**config.mk**
```make
export PLATFORM = sky130hd
export DESIGN_NAME = psi_status_irq
export DESIGN_NICKNAME = d
export VERILOG_FILES = /design/src/hw/psi_pkg.sv /design/src/hw/psi_status_irq.sv /design/src/hw/psi_change_det.sv
export SDC_FILE = /design/constraint.sdc
export NUM_CORES = 1
export LEC_CHECK = 0
export BUFFER_PORTS_ARGS = -buffer_cell sky130_fd_sc_hd__buf_2
export CORE_MARGIN = 2
export CORE_UTILIZATION = 51
export DETAILED_ROUTE_END_ITERATION = 8
export PLACE_DENSITY_LB_ADDON = 0.3
export SYNTH_ARGS = -nofsm -noshare
export SYNTH_HDL_FRONTEND = slang
export SYNTH_SLANG_ARGS = --single-unit
```
**constraint.sdc**
```tcl
create_clock -name clock_in -period 1.9 [get_ports clock_in]
set_input_delay 0.19 -clock clock_in [delete_from_list [all_inputs] [get_ports clock_in]]
set_output_delay 0.19 -clock clock_in [all_outputs]
set_load 0.05 [all_outputs]
```
**src/hw/psi_pkg.sv**
```systemverilog
// constants for the transceiver status summary and interrupt control block
package psi_pkg;
  localparam int unsigned ADDR_W       = 5;
  localparam int unsigned DATA_W       = 16;
  localparam int unsigned NUM_EVT      = 7;
  // register offsets
  localparam logic [4:0] OFS_LINK_SUMMARY = 5'h10;
  localparam logic [4:0] OFS_IRQ_CONTROL  = 5'h11;
  localparam logic [4:0] OFS_EVENT_STAT   = 5'h12;
  // link_summary_status fields
  localparam int unsigned SUM_LINK_BIT    = 0;
  localparam int unsigned SUM_SPEED10_BIT = 1;
  localparam int unsigned SUM_DUPLEX_BIT  = 2;
  localparam int unsigned SUM_AN_DONE_BIT = 4;
  localparam int unsigned SUM_IRQ_BIT     = 7;
  // irq_control fields
  localparam int unsigned CTL_OE_BIT      = 0;
  localparam int unsigned CTL_GLOBAL_BIT  = 1;
  localparam int unsigned CTL_TEST_BIT    = 2;
  localparam int unsigned CTL_W           = 3;
  localparam logic [2:0]  CTL_RESET       = 3'h0;
  // event_status_and_enables: pending flags in 15:9, enables in 6:0
  localparam int unsigned EVT_STAT_LSB    = 9;
  localparam int unsigned EVT_EN_LSB      = 0;
  localparam logic [6:0]  EVT_RESET       = 7'h00;
  // event index inside the 7-bit vectors
  localparam int unsigned EV_CTR          = 0;
  localparam int unsigned EV_ANC          = 1;
  localparam int unsigned EV_DUP          = 2;
  localparam int unsigned EV_SPD          = 3;
  localparam int unsigned EV_LINK         = 4;
  localparam int unsigned EV_ED           = 5;
  localparam int unsigned EV_LQ           = 6;
  localparam logic [15:0] RDATA_RESET     = 16'h0000;
endpackage

```
**src/hw/psi_status_irq.sv**
```systemverilog
// status summary, event flags and interrupt pin control of the transceiver
`timescale 1ns/1ps
// Function
// - bit 2 shows resolved duplex, 1 full
// - speed and duplex valid only with link
// - bit 1 reads 1 at 10 Mb/s
// - bit 0 copies link, read never clears
// - link bit 1 with valid link
// - control bits 15:3 ignore writes, read zero
// - test bit forces an interrupt
// - forced interrupt persists until bit cleared
// - global enable gates event interrupts
// - output enable makes shared pin interrupt output
// - enable low: shared pin is power-down input
// - seven event sources feed the interrupt
// - flags set even when event disabled
// - summary flag shows pending, event read clears
// - each flag cleared by read returning it
module psi_status_irq
  import psi_pkg::*;
(
  // clock and reset
  input  wire logic              clock_in,
  input  wire logic              rst_in,
  // management register port
  input  wire logic [ADDR_W-1:0] reg_addr_in,
  input  wire logic              reg_wr_in,
  input  wire logic [DATA_W-1:0] reg_wdata_in,
  input  wire logic              reg_rd_in,
  output logic      [DATA_W-1:0] reg_rdata_out,
  output logic                   reg_rvalid_out,
  // resolved link state from the transceiver core
  input  wire logic              link_up_in,
  input  wire logic              speed10_in,
  input  wire logic              full_duplex_in,
  input  wire logic              an_enable_in,
  input  wire logic              an_complete_in,
  // one-cycle event pulses
  input  wire logic              link_quality_evt_in,
  input  wire logic              energy_detect_evt_in,
  input  wire logic              counter_half_full_evt_in,
  // shared power-down / interrupt pin
  input  wire logic              powerdown_or_irq_pin_in,
  output logic                   powerdown_or_irq_pin_out,
  output logic                   powerdown_or_irq_pin_oe_n_out,
  // power-down request to the core
  output logic                   powerdown_out
);
  logic [CTL_W-1:0]   ctl_q;
  logic [NUM_EVT-1:0] evt_en_q;
  logic [NUM_EVT-1:0] evt_stat_q;
  logic [NUM_EVT-1:0] evt_stat_d;
  logic [NUM_EVT-1:0] evt_set;
  logic [DATA_W-1:0]  rdata_q;
  logic               rvalid_q;
  logic               pin_q;
  logic               pin_oe_n_q;
  logic               pd_q;
  logic               link_chg;
  logic               speed_chg;
  logic               duplex_chg;
  logic               an_rise;
  logic               res_valid;
  logic               event_irq;
  logic               irq_pending;
  logic               rd_evt;

  function automatic logic hit(input logic [ADDR_W-1:0] a, input logic [ADDR_W-1:0] ofs);
    hit = (a == ofs);
  endfunction

  psi_change_det u_chg (
    .clock_in         (clock_in),
    .rst_in           (rst_in),
    .link_in          (link_up_in),
    .speed10_in       (speed10_in),
    .duplex_in        (full_duplex_in),
    .an_done_in       (an_complete_in),
    .link_chg_out     (link_chg),
    .speed_chg_out    (speed_chg),
    .duplex_chg_out   (duplex_chg),
    .an_done_rise_out (an_rise)
  );

  // speed and duplex carry meaning only with a link and a settled or disabled negotiation
  assign res_valid = link_up_in & (~an_enable_in | an_complete_in);

  always_comb begin
    evt_set          = '0;
    evt_set[EV_LQ]   = link_quality_evt_in;
    evt_set[EV_ED]   = energy_detect_evt_in;
    evt_set[EV_LINK] = link_chg;
    evt_set[EV_SPD]  = speed_chg;
    evt_set[EV_DUP]  = duplex_chg;
    evt_set[EV_ANC]  = an_rise;
    evt_set[EV_CTR]  = counter_half_full_evt_in;
  end

  assign rd_evt = reg_rd_in & hit(reg_addr_in, OFS_EVENT_STAT);

  // a read clears what it returns; an event in the same cycle survives
  always_comb begin
    evt_stat_d = evt_stat_q;
    if (rd_evt) begin
      evt_stat_d = '0;
    end
    evt_stat_d = evt_stat_d | evt_set;
  end

  always_ff @(posedge clock_in) begin
    if (rst_in) begin
      evt_stat_q <= EVT_RESET;
    end else begin
      evt_stat_q <= evt_stat_d;
    end
  end

  always_ff @(posedge clock_in) begin
    if (rst_in) begin
      ctl_q    <= CTL_RESET;
      evt_en_q <= EVT_RESET;
    end else if (reg_wr_in) begin
      if (hit(reg_addr_in, OFS_IRQ_CONTROL)) begin
        ctl_q <= reg_wdata_in[CTL_W-1:0];
      end else if (hit(reg_addr_in, OFS_EVENT_STAT)) begin
        evt_en_q <= reg_wdata_in[EVT_EN_LSB +: NUM_EVT];
      end
    end
  end

  assign event_irq   = ctl_q[CTL_GLOBAL_BIT] & (|(evt_stat_q & evt_en_q));
  // the test bit holds the pin as long as it stays set, independent of events
  assign irq_pending = event_irq | ctl_q[CTL_TEST_BIT];

  always_ff @(posedge clock_in) begin
    if (rst_in) begin
      rdata_q  <= RDATA_RESET;
      rvalid_q <= 1'b0;
    end else begin
      rvalid_q <= reg_rd_in;
      if (reg_rd_in) begin
        rdata_q <= RDATA_RESET;
        if (hit(reg_addr_in, OFS_LINK_SUMMARY)) begin
          rdata_q[SUM_LINK_BIT]    <= link_up_in;
          rdata_q[SUM_SPEED10_BIT] <= speed10_in & res_valid;
          rdata_q[SUM_DUPLEX_BIT]  <= full_duplex_in & res_valid;
          rdata_q[SUM_AN_DONE_BIT] <= an_complete_in;
          rdata_q[SUM_IRQ_BIT]     <= irq_pending;
        end else if (hit(reg_addr_in, OFS_IRQ_CONTROL)) begin
          rdata_q[CTL_W-1:0] <= ctl_q;
        end else if (hit(reg_addr_in, OFS_EVENT_STAT)) begin
          rdata_q[EVT_STAT_LSB +: NUM_EVT] <= evt_stat_q;
          rdata_q[EVT_EN_LSB +: NUM_EVT]   <= evt_en_q;
        end
      end
    end
  end

  // pin drive; power-down only honoured while the pin is an input
  always_ff @(posedge clock_in) begin
    if (rst_in) begin
      pin_q      <= 1'b1;
      pin_oe_n_q <= 1'b1;
      pd_q       <= 1'b0;
    end else begin
      pin_q      <= ~irq_pending;
      pin_oe_n_q <= ~ctl_q[CTL_OE_BIT];
      pd_q       <= ~ctl_q[CTL_OE_BIT] & ~powerdown_or_irq_pin_in;
    end
  end

  assign reg_rdata_out                 = rdata_q;
  assign reg_rvalid_out                = rvalid_q;
  assign powerdown_or_irq_pin_out      = pin_q;
  assign powerdown_or_irq_pin_oe_n_out = pin_oe_n_q;
  assign powerdown_out                 = pd_q;

  a_rsvd_read_zero: assert property (@(posedge clock_in) disable iff (rst_in)
    reg_rd_in && reg_addr_in == OFS_IRQ_CONTROL |=> reg_rdata_out[15:3] == 13'h0000)
    else $error("reserved control bits read nonzero");

  a_test_force_pin: assert property (@(posedge clock_in) disable iff (rst_in)
    ctl_q[CTL_TEST_BIT] |=> !powerdown_or_irq_pin_out)
    else $error("test bit did not drive pin low");

  a_test_hold_pin: assert property (@(posedge clock_in) disable iff (rst_in)
    ctl_q[CTL_TEST_BIT] [*4] |=> !powerdown_or_irq_pin_out [*1])
    else $error("forced interrupt dropped while test bit set");

  a_global_gate: assert property (@(posedge clock_in) disable iff (rst_in)
    !ctl_q[CTL_GLOBAL_BIT] && !ctl_q[CTL_TEST_BIT] |=> powerdown_or_irq_pin_out)
    else $error("interrupt without global enable");

  a_oe_drive: assert property (@(posedge clock_in) disable iff (rst_in)
    ##1 powerdown_or_irq_pin_oe_n_out == !$past(ctl_q[CTL_OE_BIT]))
    else $error("pin direction does not follow enable");

  a_pd_input: assert property (@(posedge clock_in) disable iff (rst_in)
    ctl_q[CTL_OE_BIT] |=> !powerdown_out)
    else $error("power-down taken while pin is output");

  a_flag_sticky: assert property (@(posedge clock_in) disable iff (rst_in)
    link_quality_evt_in || (evt_stat_q[EV_LQ] && !rd_evt) |=> evt_stat_q[EV_LQ])
    else $error("event flag not held until read");

  a_read_clears: assert property (@(posedge clock_in) disable iff (rst_in)
    rd_evt && evt_set == '0 |=> evt_stat_q == '0 && reg_rdata_out[15:9] == $past(evt_stat_q))
    else $error("event read did not return and clear flags");

  a_summary_irq: assert property (@(posedge clock_in) disable iff (rst_in)
    reg_rd_in && reg_addr_in == OFS_LINK_SUMMARY |=> reg_rdata_out[SUM_IRQ_BIT] == !powerdown_or_irq_pin_out)
    else $error("summary flag disagrees with pin");

  a_duplex_gate: assert property (@(posedge clock_in) disable iff (rst_in)
    reg_rd_in && reg_addr_in == OFS_LINK_SUMMARY && !link_up_in |=> reg_rdata_out[2:0] == 3'h0)
    else $error("speed or duplex reported without link");

  a_link_mirror: assert property (@(posedge clock_in) disable iff (rst_in)
    reg_rd_in && reg_addr_in == OFS_LINK_SUMMARY |=> reg_rdata_out[SUM_LINK_BIT] == $past(link_up_in))
    else $error("link bit does not mirror link");

  c_event_irq: cover property (@(posedge clock_in) disable iff (rst_in)
    event_irq ##1 !powerdown_or_irq_pin_out);
  c_read_clear: cover property (@(posedge clock_in) disable iff (rst_in)
    rd_evt && |evt_stat_q);
  c_powerdown: cover property (@(posedge clock_in) disable iff (rst_in) powerdown_out);
endmodule

```
**src/hw/psi_change_det.sv**
```systemverilog
// change detector for link, speed and duplex plus auto-negotiation completion edge
`timescale 1ns/1ps
module psi_change_det
  import psi_pkg::*;
(
  // clock and reset
  input  wire logic clock_in,
  input  wire logic rst_in,
  // watched levels
  input  wire logic link_in,
  input  wire logic speed10_in,
  input  wire logic duplex_in,
  input  wire logic an_done_in,
  // one-cycle change pulses
  output logic      link_chg_out,
  output logic      speed_chg_out,
  output logic      duplex_chg_out,
  output logic      an_done_rise_out
);
  logic [3:0] prev_q;

  // previous values start at zero so a level already high after reset reads as a change
  always_ff @(posedge clock_in) begin
    if (rst_in) begin
      prev_q <= 4'h0;
    end else begin
      prev_q <= {an_done_in, duplex_in, speed10_in, link_in};
    end
  end

  always_comb begin
    link_chg_out     = link_in ^ prev_q[0];
    speed_chg_out    = speed10_in ^ prev_q[1];
    duplex_chg_out   = duplex_in ^ prev_q[2];
    an_done_rise_out = an_done_in & ~prev_q[3];
  end
endmodule

```
After elaboration in Yosys (flattened, before gate mapping)
Index checks and enable logic that the tools add are counted.

Reduce and logical (&&, ||, !) cells: 3. Equal/unequal tests: 3. Muxes and demuxes: 12. Bitwise operators: 20.

Operators with widths (number): 7-bit two-way mux (5); 5-bit equality test (second input constant) (3); 1-bit AND (7); 7-bit AND (1); 7-bit OR (1); 7-bit OR reduction (1); 3-bit two-way mux (2); 1-bit inverter (6); 4-bit two-way mux (1); 1-bit two-way mux (3); 3-bit AND reduction (1); 1-bit bitwise XOR (3); 2-bit two-way mux (1); 1-bit OR (2); 2-bit AND reduction (1).

Output and inout bits: 20. Input port bits: 34. Word-level logic and storage cells: 47. Bits in registers: 40.

Logic depth before layout (Yosys ltp)
Depth after elaboration: 5. Gate-level depth with buffers: 5. Gate-level depth less buffers: 4.

By module
Synthesis repeated with hierarchy kept, for this count alone.

Cells, all modules: 177. Area total of the unflattened synthesis: 1654.1 µm².

Modules (own cells, without submodules): psi_status_irq (instances 1, cells each 165, area an instance 1516.5 µm²); psi_change_det (instances 1, cells each 12, area an instance 137.6 µm²).

Least setup slack after synthesis
OpenSTA, ideal clock, no wires.

Path type: register to register. From: register evt_stat_q[2]. To: register rdata_q[7] (netlist: reg_rdata_out[7]). Path slack: 0.755 ns. Arrival time: 1.044 ns. Required time: 1.799 ns. Library setup time: 0.101 ns. Cell stages (with the launch flop): 5. Buffers on the path: 0. Cells stage by stage: dfxtp_1 > a22o_1 > a211oi_1 > a311o_1 > o41ai_1.

Word-level cells in the longest chain between the ends: 5.

RTL lines: from (decl) (RTL line psi_status_irq.sv:51) `logic [NUM_EVT-1:0] evt_stat_q;`; from (signal assigned) (RTL line psi_status_irq.sv:114) `evt_stat_q <= evt_stat_d;`; 7-bit AND (RTL line psi_status_irq.sv:131) `assign event_irq = ctl_q[CTL_GLOBAL_BIT] & (|(evt_stat_q & evt_en_q));`; 7-bit OR reduction (RTL line psi_status_irq.sv:131); 1-bit AND (RTL line psi_status_irq.sv:131); 1-bit OR (RTL line psi_status_irq.sv:133) `assign irq_pending = event_irq | ctl_q[CTL_TEST_BIT];`; 1-bit two-way mux (RTL line psi_status_irq.sv:143) `if (hit(reg_addr_in, OFS_LINK_SUMMARY)) begin`; to (signal, indexed assignment) (RTL line psi_status_irq.sv:144) `rdata_q[SUM_LINK_BIT] <= link_up_in;`; to (signal, indexed assignment) (RTL line psi_status_irq.sv:145) `rdata_q[SUM_SPEED10_BIT] <= speed10_in & res_valid;`; to (signal, indexed assignment) (RTL line psi_status_irq.sv:146) `rdata_q[SUM_DUPLEX_BIT] <= full_duplex_in & res_valid;`; to (decl) (RTL line psi_status_irq.sv:54) `logic [DATA_W-1:0] rdata_q;`.

Every way passes these cells. A chain may end at the register's enable or synchronous reset.

Final worst setup path
From: register evt_en_q[2]. To: register rdata_q[7] (netlist: reg_rdata_out[7]).

Word-level cells in the longest chain between the ends: 5.

RTL lines: from (decl) (RTL line psi_status_irq.sv:50) `logic [NUM_EVT-1:0] evt_en_q;`; from (signal assigned) (RTL line psi_status_irq.sv:126) `evt_en_q <= reg_wdata_in[EVT_EN_LSB +: NUM_EVT];`; 7-bit AND (RTL line psi_status_irq.sv:131); 7-bit OR reduction (RTL line psi_status_irq.sv:131); 1-bit AND (RTL line psi_status_irq.sv:131); 1-bit OR (RTL line psi_status_irq.sv:133); 1-bit two-way mux (RTL line psi_status_irq.sv:143).

Every way passes these cells.

==> metrics.txt <==
fmax 0.756 GHz; Pleak 0.840 nW; Area Overhead vs Synth 22.6%; htree depth 2; instance area at placement 1680 µm²; Final nets between 200 and 250; Cell Area, Synth ~1400 µm²; worst slew pin tran 0.933 ns; xor/xnor cell area share of the yosys netlist 0.0182; clock skew 0.00769 ns; I/O pin total 54; Avg WL per Cell ~14 µm; min setup slack post-route 0.578 ns; total gr overflow 0; Layout fillers 226; via count 1,171; Avg Vias per Cell approximately 5.5; Placed Cells 205; post-synthesis sequential area ratio 0.555; num rows 19; CTS tree yes; setup tns final 0 ns; Max IR drop VDD 1020 µV; Die H 57.2 µm; status complete, no violations; part of the cycle the worst path needs 0.696; CTS resizes 0; hpwl dp 2290 µm; nature of the critical path startpoint flop; synthesized area per cell 10.7 µm²; total of max-cap violations 0; Reg clk slew, reported paths 0.12 ns; fin util 0.648; crit path DAT 1.57 ns; Synthesized Nets 169; worst-skew pair later-pin latency 0.35 ns; first drt pass iteration count 4; share of cells above drive strength 1 0.317; largest family of logic cells by synthesized area simple AND/OR/NAND/NOR gates; post-synthesis mux area share 0.0832; Pwr Total ~1.5 mW; Worst slew margin 0.376; largest net degree at the start of global routing 28; Routed Antenna Nets 0; PortBufs 43; Cells after Synth 135; Final Instance Area 1770 µm²; Die ar. 3270 µm²; kind of critical path reg2reg; endpoint class of the critical path flop; final hold vios 0; CTS buffer count 5; global-route wire length before repair around 5000 µm; Max Root-Sink Buffers 2; DP Worst Slack 0.492 ns; Synth Area in Compound Gates 0.153; routed metal-1 wire length 1350 µm; met3 WL 192 µm; antenna fix cells 0; drt total wl between 3000 and 4000 µm; Tightest Hold Check Type in2reg; starting density of the core 0.528; Die X 57.2 µm; critical path fanouts, max 3; clk sinks 40; DR top layer met4; min Tclk post-route 1.32 ns; Synth Area in Adders 0; antenna violations before repair 0; Min Hold Slack ~0.047 ns; Post-Synth Simple-Gate Area 0.172; Slew Limit Fails 0; synthesized flop and latch total 40; Yosys cell types 29; Non-Filler Instances roughly 210; RePlAce Congestion 0.801; Root Driver clkbuf_4; Ys Warns 0; Tot GR Track Use 0.206; DRC Markers 0; Core ar. roughly 2700 µm²; setup violators final 0; Power per Cell Area just under 900 nW/µm²; critical path required time 2.15 ns; Routed met2 length about 1500 µm; Initial DRC Count 39; vias in the first global route 1,132; unrepaired setup endpoints after global routing no
==> flip-flops by register name, indices dropped and copies added (netlist names) <==
signal	flops
u_chg.prev_q	4
powerdown_or_irq_pin_oe_n_out	1
powerdown_out	1
evt_stat_q	7
reg_rvalid_out	1
powerdown_or_irq_pin_out	1
evt_en_q	7
reg_rdata_out	15
ctl_q	3
==> critical path: stages (launching register included) <==
cell	delay [ns]
dfxtp_1	0.39
a22o_1	0.16
a211oi_1	0.05
a311o_1	0.39
o41ai_1	0.24
==> routing by layer <==
metal  track usage  up-vias
met3        0.0862        2
met1         0.233      547
li1              -      580
met5             0        -
met4        0.0831        0
met2         0.343       42
==> path summary, 6_finish.rpt <==
| kind | startpoint | cells after the start | slack [ns] | to |
|---|---|---|---|---|
| setup / recovery | evt_en_q[2] | 4 | 0.58 | reg_rdata_out[7] |
| hold / removal | energy_detect_evt_in | 3 | 0.05 | evt_stat_q[5] |
| hold reg to reg | ctl_q[0] | 1 | 0.47 | powerdown_or_irq_pin_oe_n_out |
| setup reg to reg | evt_en_q[2] | 4 | 0.58 | reg_rdata_out[7] |
==> synthesized netlist by cell type <==
| cell | count | area [µm²] |
|---|---|---|
| nor2_1 | 20 | 75.1 |
| nor2b_1 | 8 | 50.1 |
| o31ai_1 | 1 | 7.51 |
| nand3_1 | 1 | 5.00 |
| conb_1 | 1 | 3.75 |
| buf_2 | 2 | 10.0 |
| o21ai_0 | 3 | 15.0 |
| clkbuf_1 | 2 | 7.51 |
| a22oi_1 | 2 | 15.0 |
| nand4_2 | 1 | 12.5 |
| nor3_1 | 1 | 5.00 |
| dfxtp_1 | 40 | 801 |
| and2b_4 | 1 | 10.0 |
| a21oi_1 | 8 | 40.0 |
| nor2_4 | 2 | 22.5 |
| o41ai_1 | 1 | 8.76 |
| a311o_1 | 1 | 10.0 |
| nand2_1 | 5 | 18.8 |
| a211oi_1 | 1 | 7.51 |
| nor4b_1 | 1 | 8.76 |
| or2_2 | 1 | 6.26 |
| buf_4 | 1 | 7.51 |
| a22o_1 | 11 | 96.3 |
| nand4_4 | 1 | 21.3 |
| nand2b_1 | 1 | 6.26 |
| mux2i_1 | 12 | 120 |
| a222oi_1 | 2 | 20.0 |
| xor2_1 | 3 | 26.3 |
| nand4_1 | 1 | 6.26 |
==> placed cells by master (no fill, tap or decap), drive strengths merged, types with 2 or more instances in the layout <==
cell,instances
buf,44
dfxtp,40
nor2,22
mux2i,12
a22o,11
a21oi,8
nor2b,8
nand2,5
clkbuf,5
o21ai,3
xor2,3
nand4,3
a22oi,2
a222oi,2
==> area by class of cell <==
cell class / count / area, µm² / area share
multi-input cells: 90 / 618 / 0.349
flip-flops and latches: 40 / 801 / 0.452
repair buffers: 45 / 233 / 0.131
well taps: 31 / 38.8 / 0.0219
clock inverters: 3 / 42.5 / 0.0240
clock buffers: 5 / 37.5 / 0.0212
==> where the power goes <==
group / switching, mW / internal, mW / total [mW]
Clock: 0.271 / 0.274 / 0.545
Sequential: 0.0135 / 0.860 / 0.874
Combinational: 0.0704 / 0.0469 / 0.117
==> cell families (layout without fill, tap and decap cells) <==
| logic type | count (synthesis) | after routing |
|---|---|---|
| mux | 12 | 12 |
| xor+xnor | 3 | 3 |
| simple gates | 44 | 44 |
| other cells | 1 | 1 |
| compound gates | 30 | 30 |
| buf+inv | 5 | 53 |
| flops | 40 | 40 |
==> repair_timing <==
item                                   CTS  global route
setup buffers                            0             0
endpoints found under the hold margin    1             0
hold buffers                             1             0
(Power assumes the default switching activity.)
